File: config.mk
export PLATFORM = sky130hd
export DESIGN_NAME = mpms_sequencer
export DESIGN_NICKNAME = d
export VERILOG_FILES = /design/src/verilog/mpms_pkg.sv /design/src/verilog/mpms_low_timer.sv /design/src/verilog/mpms_sequencer.sv
export SDC_FILE = /design/constraint.sdc
export NUM_CORES = 1
export LEC_CHECK = 0
export ABC_AREA = 1
export BUFFER_PORTS_ARGS = -buffer_cell sky130_fd_sc_hd__buf_2
export CORE_MARGIN = 10
export CORE_UTILIZATION = 57
export DETAILED_ROUTE_END_ITERATION = 8
export GPL_TIMING_DRIVEN = 0
export PLACE_DENSITY_LB_ADDON = 0.25
export SLEW_MARGIN = 20
export SYNTH_ARGS = -nofsm -noshare
export SYNTH_HDL_FRONTEND = slang
export SYNTH_HIERARCHICAL = 1
export SYNTH_SLANG_ARGS = --single-unit
File: constraint.sdc
create_clock -name clk -period 1.63 [get_ports clk]
set_input_delay 0.0815 -clock clk [delete_from_list [all_inputs] [get_ports clk]]
set_output_delay 0.0815 -clock clk [all_outputs]
set_load 0.01 [all_outputs]
File: src/verilog/mpms_pkg.sv
// constants and state type for the module power-mode sequencer
package mpms_pkg;

    // ------------------------------------------------------------
    // clock and timing
    // ------------------------------------------------------------
    localparam int unsigned CLK_KHZ = 200000;
    localparam int unsigned TRIG_MIN_MS = 300;
    localparam int unsigned RESTART_MIN_MS = 200;
    localparam int unsigned OFF_MS = 8000;
    // least times: low must last longer than the figure, so one cycle more
    localparam int unsigned TRIG_CYC = TRIG_MIN_MS * CLK_KHZ + 1;
    localparam int unsigned RESTART_CYC = RESTART_MIN_MS * CLK_KHZ + 1;
    localparam int unsigned OFF_CYC = OFF_MS * CLK_KHZ + 1;
    localparam int unsigned CNT_W = 32;

    // ------------------------------------------------------------
    // reset values of the power outputs
    // ------------------------------------------------------------
    localparam logic RTC_EN_RST = 1'b1;
    localparam logic CORE_EN_RST = 1'b0;
    localparam logic CPU_RESET_RST = 1'b0;

    // ------------------------------------------------------------
    // sequencer states, gray along off-start-init-idle-sleep
    // ------------------------------------------------------------
    typedef enum logic [2:0] {
        ST_OFF      = 3'h0,
        ST_START    = 3'h1,
        ST_FW_INIT  = 3'h3,
        ST_IDLE     = 3'h2,
        ST_SLEEP    = 3'h6,
        ST_RESTART  = 3'h7
    } mpms_state_e;

endpackage : mpms_pkg

File: src/verilog/mpms_low_timer.sv
// saturating timer for the continuous low time of an active-low line
`timescale 1ns/1ps
module mpms_low_timer #(
    parameter int unsigned CNT_W = 32,
    parameter int unsigned LIMIT = 16
) (
    input wire logic clk,
    input wire logic rst,
    input wire logic enable,
    input wire logic clear,
    input wire logic level_n,
    output logic hit
);
    logic [CNT_W-1:0] count;
    wire restart_count = !enable || clear || level_n;
    wire at_limit = (count == CNT_W'(LIMIT));

    always_ff @(posedge clk) begin
        if (rst || restart_count) begin
            count <= '0;
        end else if (!at_limit) begin
            count <= count + CNT_W'(1);
        end
    end

    always_ff @(posedge clk) begin
        if (rst || restart_count) begin
            hit <= 1'b0;
        end else begin
            hit <= (count == CNT_W'(LIMIT - 1)) || at_limit;
        end
    end
endmodule : mpms_low_timer

File: src/verilog/mpms_sequencer.sv
// power-mode and start-up sequencer of the radio module
//
// Overview of operation
// - power-on request accepted only while the main supply is present
// - power-on trigger is active low and level sensitive
// - trigger starts the device only from power down, ignored elsewhere
// - trigger held low keeps the device running, no release needed
// - sleep when power saving on, no call, usb suspended or absent, serial port idle
// - stay idle when power saving is off or usb active, no call
// - in power down only the rtc regulator stays on
// - in power down software is stopped, interfaces do not respond
// - out-of-limit voltage or temperature after start switches off at once
// - airplane mode disables radio, detaches network, rejects radio commands
// - functionality-level command after start-up causes a restart
// - emergency restart line low gives a hardware restart
// - emergency line not released after restart keeps restarting
// - emergency line low beyond 8000 ms switches off directly
// - start-up complete when clear-to-send, data-set-ready and ring are low
`timescale 1ns/1ps
module mpms_sequencer #(
    parameter int unsigned TRIG_CYC = mpms_pkg::TRIG_CYC,
    parameter int unsigned RESTART_CYC = mpms_pkg::RESTART_CYC,
    parameter int unsigned OFF_CYC = mpms_pkg::OFF_CYC
) (
    input wire logic clk,
    input wire logic rst,
    input wire logic main_supply,
    input wire logic power_on_trigger_n,
    input wire logic emergency_restart_n,
    input wire logic call_active,
    input wire logic usb_present,
    input wire logic usb_suspended,
    input wire logic serial_active,
    input wire logic power_save_en,
    input wire logic limit_fault,
    input wire logic shutdown_cmd,
    input wire logic restart_cmd,
    input wire logic airplane_req,
    input wire logic radio_cmd,
    input wire logic primary_clear_to_send,
    input wire logic primary_data_set_ready,
    input wire logic primary_ring_indicator,
    output logic rtc_regulator_en,
    output logic core_power_en,
    output logic iface_enable,
    output logic cpu_reset,
    output logic fw_ready,
    output logic sleep_mode,
    output logic radio_en,
    output logic network_attached,
    output logic radio_cmd_reject,
    output logic [2:0] mode
);
    mpms_pkg::mpms_state_e state;
    mpms_pkg::mpms_state_e next_state;

    // ------------------------------------------------------------
    // line timers
    // ------------------------------------------------------------
    logic trig_hit;
    logic rst_hit;
    logic off_hit;
    wire powered = (state != mpms_pkg::ST_OFF);
    wire trig_en = !powered && main_supply;
    wire in_restart = (state == mpms_pkg::ST_RESTART);

    mpms_low_timer #(.CNT_W(mpms_pkg::CNT_W), .LIMIT(TRIG_CYC)) u_trig_timer (
        .clk(clk),
        .rst(rst),
        .enable(trig_en),
        .clear(1'b0),
        .level_n(power_on_trigger_n),
        .hit(trig_hit)
    );

    // re-armed in each restart so a held line restarts again
    mpms_low_timer #(.CNT_W(mpms_pkg::CNT_W), .LIMIT(RESTART_CYC)) u_restart_timer (
        .clk(clk),
        .rst(rst),
        .enable(powered),
        .clear(in_restart),
        .level_n(emergency_restart_n),
        .hit(rst_hit)
    );

    mpms_low_timer #(.CNT_W(mpms_pkg::CNT_W), .LIMIT(OFF_CYC)) u_off_timer (
        .clk(clk),
        .rst(rst),
        .enable(powered),
        .clear(1'b0),
        .level_n(emergency_restart_n),
        .hit(off_hit)
    );

    // ------------------------------------------------------------
    // decode
    // ------------------------------------------------------------
    wire stop = !main_supply || limit_fault || shutdown_cmd || off_hit;
    wire running = (state == mpms_pkg::ST_IDLE) || (state == mpms_pkg::ST_SLEEP);
    wire restart_go = rst_hit || (running && restart_cmd);
    wire fw_done = !primary_clear_to_send && !primary_data_set_ready
        && !primary_ring_indicator;
    wire usb_quiet = usb_suspended || !usb_present;
    wire sleep_cond = power_save_en && !call_active && usb_quiet && !serial_active;
    wire next_on = (next_state != mpms_pkg::ST_OFF);
    wire next_run = (next_state == mpms_pkg::ST_IDLE) || (next_state == mpms_pkg::ST_SLEEP);

    // ------------------------------------------------------------
    // state machine
    // ------------------------------------------------------------
    always_comb begin
        next_state = state;
        case (state)
            mpms_pkg::ST_OFF: begin
                if (trig_en && trig_hit) begin
                    next_state = mpms_pkg::ST_START;
                end
            end
            mpms_pkg::ST_START: begin
                next_state = mpms_pkg::ST_FW_INIT;
            end
            mpms_pkg::ST_FW_INIT: begin
                if (rst_hit) begin
                    next_state = mpms_pkg::ST_RESTART;
                end else if (fw_done) begin
                    next_state = mpms_pkg::ST_IDLE;
                end
            end
            mpms_pkg::ST_IDLE, mpms_pkg::ST_SLEEP: begin
                if (restart_go) begin
                    next_state = mpms_pkg::ST_RESTART;
                end else if (sleep_cond) begin
                    next_state = mpms_pkg::ST_SLEEP;
                end else begin
                    next_state = mpms_pkg::ST_IDLE;
                end
            end
            mpms_pkg::ST_RESTART: begin
                next_state = mpms_pkg::ST_START;
            end
            default: begin
                next_state = mpms_pkg::ST_OFF;
            end
        endcase
        if (powered && stop) begin
            next_state = mpms_pkg::ST_OFF;
        end
    end

    always_ff @(posedge clk) begin
        if (rst) begin
            state <= mpms_pkg::ST_OFF;
        end else begin
            state <= next_state;
        end
    end

    // ------------------------------------------------------------
    // registered outputs, aligned with the state register
    // ------------------------------------------------------------
    always_ff @(posedge clk) begin
        if (rst) begin
            rtc_regulator_en <= mpms_pkg::RTC_EN_RST;
            core_power_en <= mpms_pkg::CORE_EN_RST;
            iface_enable <= 1'b0;
            cpu_reset <= mpms_pkg::CPU_RESET_RST;
            fw_ready <= 1'b0;
            sleep_mode <= 1'b0;
            radio_en <= 1'b0;
            network_attached <= 1'b0;
            radio_cmd_reject <= 1'b0;
            mode <= 3'h0;
        end else begin
            rtc_regulator_en <= 1'b1;
            core_power_en <= next_on;
            iface_enable <= next_run;
            cpu_reset <= (next_state == mpms_pkg::ST_START)
                || (next_state == mpms_pkg::ST_RESTART);
            fw_ready <= next_run;
            sleep_mode <= (next_state == mpms_pkg::ST_SLEEP);
            radio_en <= next_run && !airplane_req;
            network_attached <= next_run && !airplane_req;
            radio_cmd_reject <= running && airplane_req && radio_cmd;
            mode <= next_state;
        end
    end
endmodule : mpms_sequencer

==> impl_metrics.yaml <==
critical_path:
  end_kind: "register"
  critPathLaunchType: "register"
  crit_path_max_fanout: 6
  crit_end: "u_restart_timer/count[28]"
  slowest_stage: "dfxtp_1"
  critPathMostFrequentCell: "nor2_1"
  cp_slowest_stage_delay_ns: 0.43
  cp_cell_sequence: "ha_4, nand3_2, inv_4, nand2_2, nor2_1, nand3_1, nand2_1, nor2_1"
  timing.rr.end: "u_restart_timer/count[28]"
  startpoint: "u_restart_timer/count[1]"
  crit_type: "reg2reg"
  r2r_cells: 8
  rr_startpoint: "u_restart_timer/count[1]"
  reg2reg_setup_slack_ns: 0.11
  cp.required_ns: 1.88
  critical_path.top_delay_family: "simple AND/OR/NAND/NOR gates"
  path_buf_inv: 1
  cp.depth: 8
  crit_arrival_ns: 1.77
placed_design:
  place_area_sq_mm: 0.006874
  port_buffers: 28
  gp_congestion: 0.9857
  place.detailed.hpwl_um: 13550
  dpl_worst_slack_ns: -0.3735
  dp_cells: 1265
sta:
  slew_viol_final: 0
  worst_pin_slew_ns: 0.5319
  finClkSkew_ns: 0.006563
  finalSetupViolations: 0
  maxSlewHeadroom_pct: 64.54
  setup-tns-final_ns: 0
  fmax_ghz: 0.6581
  period_share_pct: 93.22
  whs_ns: 0.03891
  period_needed_ns: 1.520
  fin_ws_ns: 0.1105
  hold_viol_final: 0
cts:
  clk_pin_slew_ns: 0.07
  clk_path_buf_depth: 2
  cts_buffers: 9
  root_buffer: "clkbuf_16"
  cts_sinks: 108
  h-tree-depth: 3
  cts_tree: "built"
  clk_latency_ns: 0.36
drt:
  wl_per_cell_um: 13.58
  ant_nets: 0
  wl_um: 17480
  drc: 0
  vias: 6817
  vias_per_cell: 5.297
  drt-initial-drc-count: 553
  first_pass_iters: 5
synthesis:
  syn_inst: 1093
  synth-async-reset-ratio_pct: 0
  synth.distinct_cells: 26
  synthTopCellsByArea: "dfxtp_1, nand2_1, nor2_1, a21oi_1, inv_1"
  syn_area_sq_mm: 0.006551
  synthTopCellsByCount: "nand2_1, nor2_1, dfxtp_1, inv_1, a21oi_1"
  synth_top_cell_area_share_pct: 33.00
  avgSynthCellArea_sq_um: 5.994
  ys_seq_area_share_pct: 33.00
  synthFlopType: "dfxtp_1"
  ys_warn_count: 6
  ys_ff_latch: 108
  synth_edf_count: 0
  yosysTopAreaCell: "dfxtp_1"
  yosysMostFrequentCell: "nand2_1"
finish:
  nFillCells: 1082
  final_area_sq_mm: 0.007352
  diodes: 0
  drive_above_1_share_pct: 12.85
  area_growth_syn_to_layout_pct: 12.22
  nets: 1166
  instances_no_fill: 1287
floorplan:
  core_region_area_sq_mm: 0.01132
  io_pins: 30
  fp-row-count: 39
  die_h_um: 127.2
  design.die.area_sq_mm: 0.01618
  die_w_um: 127.2
  start_util_pct: 57.87
hold_path:
  hp-class: "in2reg"
power_and_ir_drop:
  p_per_area_mw_per_mm2: 707.8
  p_leak_nw: 2.414
  irDropWorstVdd_mv: 0.4998
run_status:
  status: "finished clean"
global_route:
  grt_usage_pct: 21.47
  antenna_found_initial: 0
  grt_max_degree: 17
  grt_pass1_wl_um: 28710
  gr-total-overflow: 0
  grt_pass1_vias: 6137
run:
  drv_cap: 0
## metrics by stage
step	power, mW	util, %
after floorplan	2.727	-
after global placement	2.762	60.72
final	5.204	64.94
after detailed placement	2.762	60.72
after CTS	5.263	64.29
after global routing	5.341	64.94
## layer usage
metal,up-vias,track usage (%),wire length [um]
met5,-,0,0
met4,0,10.18,583
met1,3053,26.64,7678
met2,208,36.15,8357
li1,3517,-,-
met3,39,2.730,861
## logic make-up (layout without fill, tap and decap cells)
logic type / after synthesis / in the layout / share of synthesized area [%]
adder cells (fa/ha/maj): 9 / 9 / 1.719
AO/OA/AOI/OAI: 133 / 133 / 10.24
XOR/XNOR: 3 / 3 / 0.4011
buffers and inverters: 124 / 174 / 7.429
flip-flops: 108 / 108 / 33.00
other: 2 / 3 / 0.1146
AND/OR/NAND/NOR: 714 / 714 / 47.10
## final cells by class
cell class | instances | area, sq um | area share, %
Buffer | 12 | 85.08 | 1.157
Clock buffer | 11 | 232.7 | 3.165
Clock inverter | 5 | 100.1 | 1.361
Inverter | 112 | 422.9 | 5.752
Multi-Input combinational cell | 862 | 3964 | 53.91
Sequential cell | 108 | 2178 | 29.63
Tap cell | 143 | 178.9 | 2.434
Timing Repair Buffer | 34 | 190.2 | 2.587
## layout by cell type, fill, tap and decap left out, types with 4 or more instances in the layout
| cell | Yosys | routed |
|---|---|---|
| a21oi_1 | 87 | 87 |
| buf_2 | 2 | 28 |
| buf_4 | 5 | 10 |
| clkbuf_16 | 0 | 9 |
| dfxtp_1 | 108 | 101 |
| dfxtp_2 | 0 | 4 |
| ha_1 | 9 | 6 |
| inv_1 | 106 | 105 |
| inv_2 | 5 | 5 |
| nand2_1 | 313 | 312 |
| nand2_2 | 16 | 16 |
| nand2_4 | 5 | 6 |
| nand3_1 | 66 | 66 |
| nand4_1 | 9 | 9 |
| nor2_1 | 252 | 249 |
| nor2_2 | 32 | 32 |
| nor2_4 | 13 | 16 |
| o21ai_0 | 40 | 40 |
| o21ai_1 | 4 | 4 |
## worst min-delay path by stage
stage | start | end | depth (start not counted)
2_1_floorplan | rst | mode[1] | 1
5_1_grt | rst | mode[1] | 2
3_3_place_gp | airplane_req | network_attached | 2
3_5_place_dp | airplane_req | network_attached | 2
6_report | rst | mode[2] | 2
4_1_cts | rst | mode[2] | 2
## state kept, by name, summed over array words and instances, names as in the netlist
name and flops:
radio_cmd_reject 1, mode 3, core_power_en 1, u_restart_timer/count 32, u_trig_timer/hit 1, u_trig_timer/count 32
cpu_reset 1, fw_ready 1, u_restart_timer/hit 1, u_off_timer/count 32, u_off_timer/hit 1, network_attached 1
sleep_mode 1
## power breakdown
| group | internal [mW] | total, mW | switching [mW] |
|---|---|---|---|
| sequential | 2.63 | 2.63 | 0.00214 |
| clock | 1.50 | 2.50 | 0.996 |
| combinational | 0.0339 | 0.0740 | 0.0401 |
## what timing repair did
action	CTS	global route
gates cloned	0	0
resized for setup	12	25
endpoints found under the hold margin	2	0
pin swaps	1	0
buffers inserted	4	0
hold buffers	2	0
setup endpoints to repair	54	78
Note: power is estimated with default switching activity, not from simulation.
